--- src/include/sled_pkg.sv ---
// Constants shared by the front-panel status indicator block.
// Assumes a 125 MHz system clock and a classic Wishbone register bus with 32-bit data.
package sled_pkg;

    // ---------------------------------------------------------------
    // Clock and timing
    // ---------------------------------------------------------------
    localparam int CLK_HZ = 125_000_000;
    localparam int HALF_SEC_MS = 500;
    localparam int HALF_SEC_CYC = (CLK_HZ / 1000) * HALF_SEC_MS;
    localparam int ACT_FLASH_MS = 30;
    localparam int ACT_FLASH_CYC = (CLK_HZ / 1000) * ACT_FLASH_MS;
    localparam int DARK_TICKS = 4;
    localparam int SINGLE_TICKS = 5;
    localparam int DOUBLE_TICKS = 7;

    // ---------------------------------------------------------------
    // Register map
    // ---------------------------------------------------------------
    localparam logic [31:0] CTRL_ADDR = 32'h0000_0000;
    localparam logic [31:0] STATE_ADDR = 32'h0000_0004;
    localparam int CTRL_W = 17;
    localparam logic [16:0] CTRL_RESET = 17'h0_0000;

    // Fields of the condition register written by firmware.
    localparam int OS_RUNNING_BIT = 0;
    localparam int BOOT_ERROR_BIT = 1;
    localparam int INIT_DONE_BIT = 2;
    localparam int GW_EXEC_BIT = 3;
    localparam int P1_CYCLIC_BIT = 4;
    localparam int P2_CYCLIC_BIT = 5;
    localparam int P1_CFG_ERR_BIT = 6;
    localparam int P2_CFG_ERR_BIT = 7;
    localparam int INIT_ERROR_BIT = 8;
    localparam int CONFIGURED_BIT = 9;
    localparam int MAJOR_FAULT_BIT = 10;
    localparam int MINOR_FAULT_BIT = 11;
    localparam int SELF_TEST_BIT = 12;
    localparam int CONNECTED_BIT = 13;
    localparam int IP_VALID_BIT = 14;
    localparam int DUP_IP_BIT = 15;
    localparam int CONN_TIMEOUT_BIT = 16;

    // Fields of the read-only indicator state register.
    localparam int LED_W = 10;
    localparam int SYS_GREEN_BIT = 0;
    localparam int SYS_YELLOW_BIT = 1;
    localparam int APP_GREEN_BIT = 2;
    localparam int APP_RED_BIT = 3;
    localparam int MOD_GREEN_BIT = 4;
    localparam int MOD_RED_BIT = 5;
    localparam int NET_GREEN_BIT = 6;
    localparam int NET_RED_BIT = 7;
    localparam int LINK_BIT = 8;
    localparam int ACT_BIT = 9;
    localparam int APP_MODE_LSB = 12;

    // Application indicator pattern, Gray coded along the start-up path.
    typedef enum logic [2:0] {
        SLED_APP_OFF = 3'b000,
        SLED_APP_RED_ON = 3'b001,
        SLED_APP_RED_1 = 3'b011,
        SLED_APP_RED_2 = 3'b010,
        SLED_APP_GRN_1 = 3'b110,
        SLED_APP_GRN_2 = 3'b111,
        SLED_APP_GRN_ON = 3'b101
    } sled_app_e;

endpackage : sled_pkg

--- src/core/sled_core.sv ---
// Front-panel status indicator pattern generator with a Wishbone register slave.
// Assumes firmware keeps the condition register current and LINK_UP and FRAME_ACT
// are synchronous to CLK.
//
// Operation
// System indicator steady green while the operating system runs.
// System indicator steady yellow before the operating system runs; stuck yellow means hardware fault.
// Boot loader error flashes the system indicator yellow and green alternately.
// Application indicator steady green when both ports cyclic and gateway executing.
// First port not cyclic: green, 2 s dark then 0.5 s lit, repeated.
// Second port not cyclic: green double blink, 2 s dark, lit, dark, lit.
// First port configuration bad: red, 2 s dark then 0.5 s lit.
// Second port configuration bad: red double blink with 0.5 s steps.
// Initialisation error: application indicator steady red.
// Module state indicator steady green when operating correctly.
// Module state indicator flashes green while not configured.
// Major fault: module state indicator steady red.
// Minor fault or bad configuration: module state indicator flashes red.
// Self-test: module state indicator flashes green and red alternately.
// Connection established: network state indicator steady green.
// No connection but address obtained: network state indicator flashes green.
// Duplicate address detected: network state indicator steady red.
// Connection timed out: network state indicator flashes red until cleared or reset.
// Self-test: network state indicator flashes green and red alternately.
// Network state indicator dark without an address.
// Link indicator lit while an Ethernet link is present.
// Activity indicator flashes while frames are sent or received.
// Application priority: steady red, configuration errors, not cyclic, first port first.
// Module and network flashing uses a 1 Hz square wave from clock counting.
//
// Our own choices: the Wishbone slave port and the register addresses.
`timescale 1ns/1ns
module sled_core
#(
    parameter int HALF_CYC = sled_pkg::HALF_SEC_CYC,
    parameter int ACT_CYC = sled_pkg::ACT_FLASH_CYC
)
(
    input wire logic CLK,
    input wire logic RESET,
    input wire logic WB_CYC_I,
    input wire logic WB_STB_I,
    input wire logic WB_WE_I,
    input wire logic [31:0] WB_ADR_I,
    input wire logic [3:0] WB_SEL_I,
    input wire logic [31:0] WB_DAT_I,
    output logic [31:0] WB_DAT_O,
    output logic WB_ACK_O,
    input wire logic LINK_UP,
    input wire logic FRAME_ACT,
    output logic SYS_GREEN,
    output logic SYS_YELLOW,
    output logic APP_GREEN,
    output logic APP_RED,
    output logic MOD_GREEN,
    output logic MOD_RED,
    output logic NET_GREEN,
    output logic NET_RED,
    output logic LINK_GREEN,
    output logic ACT_YELLOW
);
    import sled_pkg::*;

    // ---------------------------------------------------------------
    // Parameter checks
    // ---------------------------------------------------------------
    generate
        if (HALF_CYC < 2 || ACT_CYC < 1)
        begin : g_bad_param
            $error("HALF_CYC must be at least 2 and ACT_CYC at least 1");
        end
    endgenerate

    localparam int TICK_W = $clog2(HALF_CYC);
    localparam int ACT_W = $clog2(2 * ACT_CYC + 1);

    // ---------------------------------------------------------------
    // State
    // ---------------------------------------------------------------
    typedef struct packed {
        logic [CTRL_W-1:0] ctrl;
        logic [TICK_W-1:0] tick_cnt;
        logic [2:0] ph5;
        logic [2:0] ph7;
        logic flash;
        logic [ACT_W-1:0] act_cnt;
        sled_app_e app_mode;
        logic [LED_W-1:0] led;
        logic ack;
        logic [31:0] dat;
    } sled_state_s;

    sled_state_s s_r;
    sled_state_s s_nxt;
    logic tick;
    logic req;
    logic [31:0] wmask;
    logic [31:0] ctrl_wide;
    logic [2:0] app_sel;
    logic app_lit;

    assign tick = (s_r.tick_cnt == TICK_W'(HALF_CYC - 1));
    assign req = WB_CYC_I && WB_STB_I && !s_r.ack;
    assign wmask = {{8{WB_SEL_I[3]}}, {8{WB_SEL_I[2]}}, {8{WB_SEL_I[1]}}, {8{WB_SEL_I[0]}}};
    assign ctrl_wide = {{(32 - CTRL_W){1'b0}}, s_r.ctrl};

    // ---------------------------------------------------------------
    // Next-state logic
    // ---------------------------------------------------------------
    always_comb
    begin
        s_nxt = s_r;
        app_sel = 3'b000;
        app_lit = 1'b0;

        // Wishbone slave: one-cycle answer, unmapped reads return zero.
        s_nxt.ack = req;
        if (req && WB_WE_I && WB_ADR_I == CTRL_ADDR)
        begin
            s_nxt.ctrl = CTRL_W'((ctrl_wide & ~wmask) | (WB_DAT_I & wmask));
        end
        if (req && !WB_WE_I)
        begin
            if (WB_ADR_I == CTRL_ADDR)
            begin
                s_nxt.dat = ctrl_wide;
            end
            else if (WB_ADR_I == STATE_ADDR)
            begin
                s_nxt.dat = {17'h0_0000, s_r.app_mode, 2'b00, s_r.led};
            end
            else
            begin
                s_nxt.dat = 32'h0000_0000;
            end
        end

        // Half-second time base and pattern phases.
        if (tick)
        begin
            s_nxt.tick_cnt = '0;
            s_nxt.flash = !s_r.flash;
            s_nxt.ph5 = (s_r.ph5 == 3'(SINGLE_TICKS - 1)) ? 3'h0 : s_r.ph5 + 3'h1;
            s_nxt.ph7 = (s_r.ph7 == 3'(DOUBLE_TICKS - 1)) ? 3'h0 : s_r.ph7 + 3'h1;
        end
        else
        begin
            s_nxt.tick_cnt = s_r.tick_cnt + TICK_W'(1);
        end

        // Application pattern selection in priority order.
        if (s_r.ctrl[INIT_ERROR_BIT])
        begin
            s_nxt.app_mode = SLED_APP_RED_ON;
        end
        else if (!s_r.ctrl[INIT_DONE_BIT])
        begin
            s_nxt.app_mode = SLED_APP_OFF;
        end
        else if (s_r.ctrl[P1_CFG_ERR_BIT])
        begin
            s_nxt.app_mode = SLED_APP_RED_1;
        end
        else if (s_r.ctrl[P2_CFG_ERR_BIT])
        begin
            s_nxt.app_mode = SLED_APP_RED_2;
        end
        else if (!s_r.ctrl[P1_CYCLIC_BIT])
        begin
            s_nxt.app_mode = SLED_APP_GRN_1;
        end
        else if (!s_r.ctrl[P2_CYCLIC_BIT])
        begin
            s_nxt.app_mode = SLED_APP_GRN_2;
        end
        else if (s_r.ctrl[GW_EXEC_BIT])
        begin
            s_nxt.app_mode = SLED_APP_GRN_ON;
        end
        else
        begin
            s_nxt.app_mode = SLED_APP_OFF;
        end

        // Blink envelopes: four dark steps, then lit (single) or lit, dark, lit (double).
        case (s_r.app_mode)
            SLED_APP_RED_ON:
            begin
                app_sel = 3'b010;
                app_lit = 1'b1;
            end
            SLED_APP_RED_1:
            begin
                app_sel = 3'b010;
                app_lit = (s_r.ph5 == 3'(DARK_TICKS));
            end
            SLED_APP_RED_2:
            begin
                app_sel = 3'b010;
                app_lit = (s_r.ph7 == 3'(DARK_TICKS)) || (s_r.ph7 == 3'(DARK_TICKS + 2));
            end
            SLED_APP_GRN_1:
            begin
                app_sel = 3'b001;
                app_lit = (s_r.ph5 == 3'(DARK_TICKS));
            end
            SLED_APP_GRN_2:
            begin
                app_sel = 3'b001;
                app_lit = (s_r.ph7 == 3'(DARK_TICKS)) || (s_r.ph7 == 3'(DARK_TICKS + 2));
            end
            SLED_APP_GRN_ON:
            begin
                app_sel = 3'b001;
                app_lit = 1'b1;
            end
            default:
            begin
                app_sel = 3'b000;
                app_lit = 1'b0;
            end
        endcase
        s_nxt.led[APP_GREEN_BIT] = app_sel[0] && app_lit;
        s_nxt.led[APP_RED_BIT] = app_sel[1] && app_lit;

        // System indicator.
        if (s_r.ctrl[BOOT_ERROR_BIT])
        begin
            s_nxt.led[SYS_GREEN_BIT] = s_r.flash;
            s_nxt.led[SYS_YELLOW_BIT] = !s_r.flash;
        end
        else if (s_r.ctrl[OS_RUNNING_BIT])
        begin
            s_nxt.led[SYS_GREEN_BIT] = 1'b1;
            s_nxt.led[SYS_YELLOW_BIT] = 1'b0;
        end
        else
        begin
            s_nxt.led[SYS_GREEN_BIT] = 1'b0;
            s_nxt.led[SYS_YELLOW_BIT] = 1'b1;
        end

        // Module state indicator.
        if (s_r.ctrl[SELF_TEST_BIT])
        begin
            s_nxt.led[MOD_GREEN_BIT] = s_r.flash;
            s_nxt.led[MOD_RED_BIT] = !s_r.flash;
        end
        else if (s_r.ctrl[MAJOR_FAULT_BIT])
        begin
            s_nxt.led[MOD_GREEN_BIT] = 1'b0;
            s_nxt.led[MOD_RED_BIT] = 1'b1;
        end
        else if (s_r.ctrl[MINOR_FAULT_BIT])
        begin
            s_nxt.led[MOD_GREEN_BIT] = 1'b0;
            s_nxt.led[MOD_RED_BIT] = s_r.flash;
        end
        else if (s_r.ctrl[CONFIGURED_BIT])
        begin
            s_nxt.led[MOD_GREEN_BIT] = 1'b1;
            s_nxt.led[MOD_RED_BIT] = 1'b0;
        end
        else
        begin
            s_nxt.led[MOD_GREEN_BIT] = s_r.flash;
            s_nxt.led[MOD_RED_BIT] = 1'b0;
        end

        // Network state indicator.
        if (s_r.ctrl[SELF_TEST_BIT])
        begin
            s_nxt.led[NET_GREEN_BIT] = s_r.flash;
            s_nxt.led[NET_RED_BIT] = !s_r.flash;
        end
        else if (!s_r.ctrl[IP_VALID_BIT])
        begin
            s_nxt.led[NET_GREEN_BIT] = 1'b0;
            s_nxt.led[NET_RED_BIT] = 1'b0;
        end
        else if (s_r.ctrl[DUP_IP_BIT])
        begin
            s_nxt.led[NET_GREEN_BIT] = 1'b0;
            s_nxt.led[NET_RED_BIT] = 1'b1;
        end
        else if (s_r.ctrl[CONN_TIMEOUT_BIT])
        begin
            s_nxt.led[NET_GREEN_BIT] = 1'b0;
            s_nxt.led[NET_RED_BIT] = s_r.flash;
        end
        else if (s_r.ctrl[CONNECTED_BIT])
        begin
            s_nxt.led[NET_GREEN_BIT] = 1'b1;
            s_nxt.led[NET_RED_BIT] = 1'b0;
        end
        else
        begin
            s_nxt.led[NET_GREEN_BIT] = s_r.flash;
            s_nxt.led[NET_RED_BIT] = 1'b0;
        end

        // Link follows the PHY; activity is stretched into a lit then dark period per burst.
        s_nxt.led[LINK_BIT] = LINK_UP;
        if (s_r.act_cnt != '0)
        begin
            s_nxt.act_cnt = s_r.act_cnt - ACT_W'(1);
        end
        else if (FRAME_ACT)
        begin
            s_nxt.act_cnt = ACT_W'(2 * ACT_CYC);
        end
        s_nxt.led[ACT_BIT] = (s_r.act_cnt > ACT_W'(ACT_CYC));
    end

    // ---------------------------------------------------------------
    // Registers
    // ---------------------------------------------------------------
    always_ff @(posedge CLK)
    begin
        if (RESET)
        begin
            s_r.ctrl <= CTRL_RESET;
            s_r.tick_cnt <= '0;
            s_r.ph5 <= 3'h0;
            s_r.ph7 <= 3'h0;
            s_r.flash <= 1'b0;
            s_r.act_cnt <= '0;
            s_r.app_mode <= SLED_APP_OFF;
            s_r.led <= '0;
            s_r.ack <= 1'b0;
            s_r.dat <= 32'h0000_0000;
        end
        else
        begin
            s_r <= s_nxt;
        end
    end

    assign WB_ACK_O = s_r.ack;
    assign WB_DAT_O = s_r.dat;
    assign SYS_GREEN = s_r.led[SYS_GREEN_BIT];
    assign SYS_YELLOW = s_r.led[SYS_YELLOW_BIT];
    assign APP_GREEN = s_r.led[APP_GREEN_BIT];
    assign APP_RED = s_r.led[APP_RED_BIT];
    assign MOD_GREEN = s_r.led[MOD_GREEN_BIT];
    assign MOD_RED = s_r.led[MOD_RED_BIT];
    assign NET_GREEN = s_r.led[NET_GREEN_BIT];
    assign NET_RED = s_r.led[NET_RED_BIT];
    assign LINK_GREEN = s_r.led[LINK_BIT];
    assign ACT_YELLOW = s_r.led[ACT_BIT];
endmodule : sled_core

--- config.mk ---
export PLATFORM = sky130hd
export DESIGN_NAME = sled_core
export DESIGN_NICKNAME = d
export VERILOG_FILES = /design/src/include/sled_pkg.sv /design/src/core/sled_core.sv
export SDC_FILE = /design/constraint.sdc
export NUM_CORES = 1
export LEC_CHECK = 0
export ABC_AREA = 1
export ABC_CLOCK_PERIOD_IN_PS = 3500
export CAP_MARGIN = 20
export CORE_MARGIN = 2
export CORE_UTILIZATION = 69
export DETAILED_ROUTE_END_ITERATION = 6
export DONT_BUFFER_PORTS = 1
export PLACE_DENSITY_LB_ADDON = 0.1
export SKIP_CTS_REPAIR_TIMING = 1
export SYNTH_ARGS = -nofsm -noshare
export SYNTH_HDL_FRONTEND = slang
export SYNTH_SLANG_ARGS = --single-unit
--- constraint.sdc ---
create_clock -name CLK -period 3.5 [get_ports CLK]
set_input_delay 0.35 -clock CLK [delete_from_list [all_inputs] [get_ports CLK]]
set_output_delay 0.35 -clock CLK [all_outputs]
set_load 0.01 [all_outputs]
Word level (Yosys, flattened, before mapping)
Cells that the tools add are included.
{ "totals": {"regBits": 119, "in_bits": 75, "output_inout_bits": 43, "word_cells": 81} }
{ "op_classes": {"add_sub_neg": 4, "magnitude_cmp": 1, "eq_ne": 11, "mux": 26, "n_bitwise": 5, "n_reduce_logical": 22} }
{ "op_table": {"columns": ["op", "count"], "rows": [
  ["23-bit 2-to-1 mux", 2],
  ["17-bit bitwise AND", 2],
  ["32-bit by 3-bit equality test with 1-bit output (second input constant)", 1],
  ["32-bit zero test", 1],
  ["26-bit by 1-bit adder with 26-bit output (second input constant)", 1],
  ["26-bit equality test (second input constant)", 1],
  ["23-bit by 22-bit > comparator with 1-bit output (second input constant)", 1],
  ["23-bit nonzero test", 1],
  ["23-bit by 1-bit subtractor with 23-bit output (second input constant)", 1],
  ["2-bit 2-to-1 mux", 11],
  ["3-bit equality test (second input constant)", 6],
  ["17-bit 2-to-1 mux", 1],
  ["17-bit inverter", 1],
  ["17-bit OR", 1],
  ["15-bit 2-to-1 mux", 1],
  ["3-bit 2-to-1 mux", 5],
  ["3-bit OR reduction", 3],
  ["2-bit OR reduction", 4],
  ["1-bit logical AND", 7],
  ["3-bit by 1-bit adder with 3-bit output (second input constant)", 2],
  ["3-bit by 2-bit equality test with 1-bit output (second input constant)", 2],
  ["5-bit OR reduction", 1],
  ["1-bit 2-to-1 mux", 4],
  ["2-bit one-hot mux with 2 select lines", 1],
  ["6 further kinds", 8]
]} }

Depth between registers and ports, before layout
Gate-level depths: netlist (run 1).
{ "logic_depth": {"ltp_word": 7, "depth_mapped": 11, "depth_no_buf": 10} }

Worst setup path after synthesis (run 1)
No wires, ideal clock.
{ "synth_timing": {"path_type": "reg2reg", "startpoint": "register s_r[76] in the netlist's numbering", "endpoint": "register s_r[87] in the netlist's numbering", "setup_time_ps": 126, "arrival_ps": 1349, "required_ps": 3374, "path_slack_ps": 2025, "path_stages_with_launch": 10, "path_buffers": 1, "synth_period_minus_slack_ps": 1475, "path_cell_list": "dfxtp_1 ha_1 nand2_1 nor2_2 inv_1 nor2_1 nand2_1 nand2_2 buf_4 nor3_1"} }
{ "synth_between": {"elab_chain_len": 2, "elab_cells_between_ends": 3, "classes_between": "add/sub: 1; eq/ne: 1; reduce/logical: 1"} }
{ "synth_rtl": {"columns": ["item", "line", "text"], "rows": [
  ["start: declaration", "sled_core.sv:93", "sled_state_s s_r;"],
  ["start signal: assignment", "sled_core.sv:335", "s_r <= s_nxt;"],
  ["parallel branches: the longest is 2 deep, another holds 26-bit by 1-bit adder with 26-bit output", null, null]
]} }
Parallel ways; which one is timed is not known.
A chain may end at the register's enable or synchronous reset.

Worst setup path in the final report (run 1)
{ "layout_timing": {"startpoint": "register s_r[76] in the netlist's numbering", "endpoint": "register s_r[73] in the netlist's numbering"} }
{ "layout_between": {"elab_chain_len": 1} }
{ "layout_rtl": {"columns": ["item", "line", "text"], "rows": [
  ["26-bit equality test", "sled_core.sv:102", "assign tick = (s_r.tick_cnt == TICK_W'(HALF_CYC - 1));"]
]} }
No other way between the ends.

==> metrics.md, run 1 <==
| Metric | Value |
|---|---|
| I/O pin count | `118` |
| Max-slew violations | `0` |
| Min Clock Period, post-route | `1.94 ns` |
| Worst-Margin Slew | `0.902 ns` |
| Chip Height | `94.1 um` |
| Worst path cell trace | `ha_1 > nand2_1 > nor2_2 > inv_1 > nor2_1 > nand2_1 > nand2_2 > o21ai_0` |
| Sequential area share after synthesis | `37.1%` |
| Power density cells | `615 nW/um2` |
| Area share of the largest cell type after synthesis | `37.1%` |
| Rel. slew slack | `39.8%` |
| Layout Area Growth over Synthesis | `0.781%` |
| IR drop worst, VDD | `0.655 mV` |
| R2r setup slk | `1.56 ns` |
| CTS buffer count | `9` |
| DRT iter0 DRCs | `307` |
| RSZ-0062 raised after global routing | `no` |
| Max-cap violations | `0` |
| Netlist cell types | `33` |
| Ys Warns | `0` |
| Final Wtd Congestion | `0.923` |
| WS Path Type | `flop to flop` |
| Worst-case clock buffer depth | `2` |
| Post-layout nets | `929` |
| Grt ovf | `0` |
| Via Count | `5180` |
| Setup Viol. Count Final | `0` |
| WP data required | `3.75 ns` |
| Worst path max stage delay | `0.43 ns` |
| Largest net degree at the start of global routing | `43` |
| CP Max Fanout | `26` |
| Die width | `94.1 um` |
| First-pass GRT wire length | `20800 um` |
| Hold Path Origin | `RESET` |
| Core area | `7810 um2` |
| Setup WS pre-CTS | `1.59 ns` |
| Ratio of final minimum period to clock period | `55.4%` |
| Post-DP HPWL | `9530 um` |
| Initial core utilization | `71.8%` |
| Worst reg2reg path depth | `8` |
| Number of diodes | `0` |
| CTS Root Cell | `clkbuf_8` |
| CP max-delay cell | `nand2_2` |
| Setup TNS Final | `0 ns` |
| Buffers on Ports | `0` |
| Clock Pin Slew Worst Setup and Hold Paths | `0.10 ns` |
| Clock Sinks | `104` |
| Max Freq | `516 MHz` |
| Buf+Inv Stages, Crit Path | `1` |
| Most common cell on crit path | `nand2_1` |
| Worst Hold End | `s_r[48]` |
| Die ar. | `8860 um2` |
| RR Startpoint | `s_r[76]` |
| FF+latch count, synth | `104` |
| Worst setup margin | `1.56 ns` |
| Clock latency on the worst-skew pair | `0.37 ns` |
| Fraction of layout instances using a drive strength above 1 | `4.45%` |
| TritonCTS clock tree | `done` |
| Std cell rows | `32` |
| Top delay family on crit path | `simple AND/OR/NAND/NOR gates` |
| Crit path capture type | `flop` |
| Antenna Violating Nets Remaining | `0` |
| CTS H-Tree Depth | `3` |
| Post-synth top area cell | `dfxtp_1` |
| CP arrival | `2.19 ns` |
| Fin Clk Skew | `0.0114 ns` |
| Number of global-route vias before repair | `4650` |
| Final hold vios | `0` |
| Hold path cells | `1` |
| Syn_area_per_cell | `6.41 um2` |
| Pre-antenna DRT Iters | `5` |
| Routed WL per cell | `13.6 um` |
| RR Endpoint | `s_r[73]` |
| Synth top area cells | `dfxtp_1, nand2_1, nor2_1` |
| Hold WC Path Type | `input port to flop` |
| Status | `finished, final reports clean` |
| Leakage | `2.40 nW` |
| CP Launch Type | `flop` |
| GRT Util Overall | `29.1%` |
| Post-route DRC | `0` |
| Design Power | `3.47 mW` |
| Routed wire length | `13000 um` |
| Initial antenna violation count | `0` |
| Post-synthesis instance total | `875` |
| Drt via density | `5.42` |
| Mapped cell area | `5610 um2` |
## final cells by class
type	count	area (um2)
multi-input combinational	629	2830
fill	683	2160
sequential	104	2080
inverter	102	383
clock buffer	10	138
tap	102	128
clock inverter	6	67.6
timing repair buffer	3	22.5
## through the flow
| stage | hold WS (ns) | area [um2] | util [%] | cells |
|---|---|---|---|---|
| 3_5_place_dp | 0.428 | 5450 | 69.7 | 940 |
| 6_report | 0.0395 | 5650 | 72.4 | 956 |
| 2_1_floorplan | 0.417 | 5660 | - | 889 |
| 3_3_place_gp | 0.426 | 5450 | 69.7 | 940 |
| 4_1_cts | 0.0298 | 5650 | 72.4 | 956 |
| 5_1_grt | 0.0304 | 5650 | 72.4 | 956 |
## routing by layer
layer / track usage [%] / share of wire, %
met1: 37.3 / 44
met2: 50.2 / 48
met3: 6.26 / 6.9
met4: 6.28 / 1.1
met5: 0 / 0
## cell usage after synthesis
cell and instances:
or2_2 2, conb_1 1, o22ai_1 1, buf_4 35
a32oi_1 1, nor3b_1 6, nand3_1 69, nor2_2 9
buf_2 8, nor4_1 2, a21oi_1 24, nand3_4 1
dfxtp_1 104, nand4_1 14, nor3_1 23, nor2_1 199
o21ai_0 24, xor2_1 13, a31oi_1 4, inv_2 1
and3_1 2, nand2_2 3, clkbuf_1 8, nand3b_1 3
inv_1 101, buf_6 3, o21ai_1 1, xnor2_1 2
a211oi_1 1, nand3_2 2, o2111ai_1 2, ha_1 5
nand2_1 201
## cell usage in the layout (no fill, tap or decap), types with 2 or more instances in the layout
cell type	count
or2_2	2
nor3b_1	6
nand3_1	69
nand2_1	201
nand3b_1	3
nand4_1	14
a31oi_1	4
xnor2_1	2
xor2_1	13
nand3_2	2
o2111ai_1	2
ha_1	5
dfxtp_1	104
clkbuf_8	10
a21oi_1	24
buf_4	3
nor4_1	2
nor2_2	10
conb_1	15
nor3_1	23
clkinvlp_4	2
inv_1	101
and3_1	2
nand2_2	3
o21ai_0	24
nor2_1	198
## worst register-to-register path, stage by stage (launching register included)
cell,delay [ns]
dfxtp_1,0.37
ha_1,0.17
nand2_1,0.11
nor2_2,0.26
inv_1,0.07
nor2_1,0.10
nand2_1,0.15
nand2_2,0.43
o21ai_0,0.15
## cell families (layout without fill, tap and decap cells)
group,Yosys count,count (layout),synth area share [%]
fa+ha+maj,5,5,1.12
other cells,1,15,0.0669
flops,104,104,37.1
compound gates,58,58,5.53
xor+xnor,15,15,2.34
buf+inv,156,121,13.4
simple gates,536,536,40.4
## where the power goes
part / internal [mW] / switching, mW / leakage, nW
clock: 0.353 / 0.417 / 0.0989
sequential: 1.32 / 0.147 / 0.844
combinational: 0.418 / 0.817 / 1.46
total: 2.09 / 1.38 / 2.40
## worst max path at each step
stage / startpoint / to / slack (ns) / depth (start not counted)
after floorplan: s_r[76] / s_r[87] / 2.03 / 9
after CTS: s_r[76] / s_r[73] / 1.55 / 8
after global placement: s_r[76] / s_r[73] / 1.64 / 8
after global routing: s_r[76] / s_r[73] / 1.39 / 8
after detailed placement: s_r[76] / s_r[73] / 1.59 / 8
final: s_r[76] / s_r[73] / 1.56 / 8
Power figures use the tool's default switching activity.
==> run 2: changes to the inputs <==
- ABC_CLOCK_PERIOD_IN_PS: 3500 -> 1550
- CORE_UTILIZATION: 69 -> 58
- clock period: 3.5 -> 1.55 ns (I/O delays scaled with it)
==> run 2 against run 1 <==
Critical path depth unchanged. Final cell count increased by 11%. Sequential share of layout area decreased by 4.8 points. The run now ends with hold timing left. Non-clock buffer count increased by 77. Clock power increased by 110%. Combinational power increased to 3.3 times the previous value. Worst hold slack got worse by 0.20 ns.
==> metrics.md, run 2 (same netlist as run 1, synthesis figures left out) <==
| Metric | Value |
|---|---|
| Status | `complete, but fails checks` |
| Failing checks | `hold timing` |
| Power density cells | `1370 nW/um2` |
| WP data required | `1.82 ns` |
| Area after DPL | `5900 um2` |
| Std cell rows | `35` |
| Max Freq | `657 MHz` |
| Most common cell on crit path | `nor2_2` |
| Setup Viol. Count Final | `0` |
| Post-route DRC | `0` |
| Clock Sinks | `104` |
| Commonest non-fill, non-tap cell in the layout | `nand2_1` |
| Initial antenna violation count | `0` |
| CTS buffer count | `9` |
| Setup TNS Final | `0 ns` |
| I/O pin count | `118` |
| Most frequent cells in the layout | `nand2_1, nor2_1, inv_1` |
| Min Clock Period, post-route | `1.52 ns` |
| Worst-case clock buffer depth | `2` |
| Worst path max stage delay | `0.39 ns` |
| Hold WC Path Type | `input port to flop` |
| Post-layout util | `70.0%` |
| Grt ovf | `0` |
| CP max-delay cell | `dfxtp_1` |
| Dpl cells | `1018` |
| Largest net degree at the start of global routing | `43` |
| Number of diodes | `0` |
| Hold_ws | `-0.157 ns` |
| Post-DP HPWL | `10400 um` |
| First-pass GRT wire length | `21200 um` |
| Routed WL per cell | `13.1 um` |
| GRT Util Overall | `25.6%` |
| WS Path Type | `flop to flop` |
| Die ar. | `10500 um2` |
| TritonCTS clock tree | `done` |
| Fraction of layout instances using a drive strength above 1 | `14.3%` |
| DRT iter0 DRCs | `296` |
| Max-slew violations | `0` |
| Cell area after layout | `6530 um2` |
| CTS Root Cell | `clkbuf_8` |
| Pre-antenna DRT Iters | `5` |
| Final hold vios | `36` |
| Die width | `102 um` |
| Core area | `9330 um2` |
| Fin cells | `1060` |
| Fin Clk Skew | `0.0100 ns` |
| Buffers on Ports | `0` |
| Routed wire length | `13900 um` |
| Initial core utilization | `60.1%` |
| Post-layout nets | `1006` |
| CP Launch Type | `flop` |
| Drt via density | `5.13` |
| Leakage | `2.82 nW` |
| CP arrival | `1.79 ns` |
| Layout Area Growth over Synthesis | `16.5%` |
| Clock latency on the worst-skew pair | `0.37 ns` |
| CP Max Fanout | `7` |
| Chip Height | `102 um` |
| Crit path capture type | `flop` |
| Via Count | `5443` |
| CTS H-Tree Depth | `3` |
| Final Wtd Congestion | `0.937` |
| Ratio of final minimum period to clock period | `98.1%` |
| Max-cap violations | `0` |
| IR drop worst, VDD | `1.48 mV` |
| Number of global-route vias before repair | `4758` |
| Clock Pin Slew Worst Setup and Hold Paths | `0.10 ns` |
| RSZ-0062 raised after global routing | `yes` |
| Worst path cell trace | `nor2_2 > nand2_1 > nor2_2 > nand3_4 > nor2_4 > inv_1 > o21ai_0 > nor2_1` |
| Design Power | `8.97 mW` |
| Antenna Violating Nets Remaining | `0` |
-- run 2: report_power, final --
group          leakage (nW)  switching (mW)  internal, mW
logic                  1.88            2.40          1.73
clock network        0.0936           0.979         0.614
registers             0.847           0.251          2.99
total                  2.82            3.63          5.33
-- run 2: worst max-delay path, delay by kind of cell, from the launching register on --
kind	cells	cell delay, ns
simple gates	6	0.79
flops	1	0.39
compound gates	1	0.11
buf+inv	1	0.12
-- run 2: path summary, 6_finish.rpt --
path	start	end	slack [ns]	cells after the start
hold / removal	RESET	s_r[60]	-0.16	1
hold reg to reg	flop	WB_DAT_O[10]	0.47	2
setup / recovery	s_r[53]	s_r[53]	0.03	8
setup reg to reg	s_r[53]	s_r[53]	0.03	8
-- run 2: area by class of cell --
type / count / area, um2
multi-input cells: 629 / 3010
fillers: 833 / 2800
flip-flops and latches: 104 / 2090
repair buffers: 80 / 703
inverters: 102 / 388
well taps: 129 / 161
clock buffers: 10 / 128
clock inverters: 6 / 51.3
-- run 2: through the flow --
step	setup WS [ns]	hold slack (ns)
floorplan	0.0753	0.262
global placement	-0.0417	0.236
detailed placement	-0.103	0.239
CTS	-0.103	-0.171
global route	-0.0782	-0.176
finish	0.0289	-0.157
-- run 2: metal layers --
metal	wire, um	part of all wire, %	global-route usage (%)	vias to the layer above
met1	6010	43	32.3	2489
li1	-	-	-	2788
met5	0	0	0	-
met2	6960	50	44.7	147
met4	180	1.3	7.59	0
met3	733	5.3	4.45	19
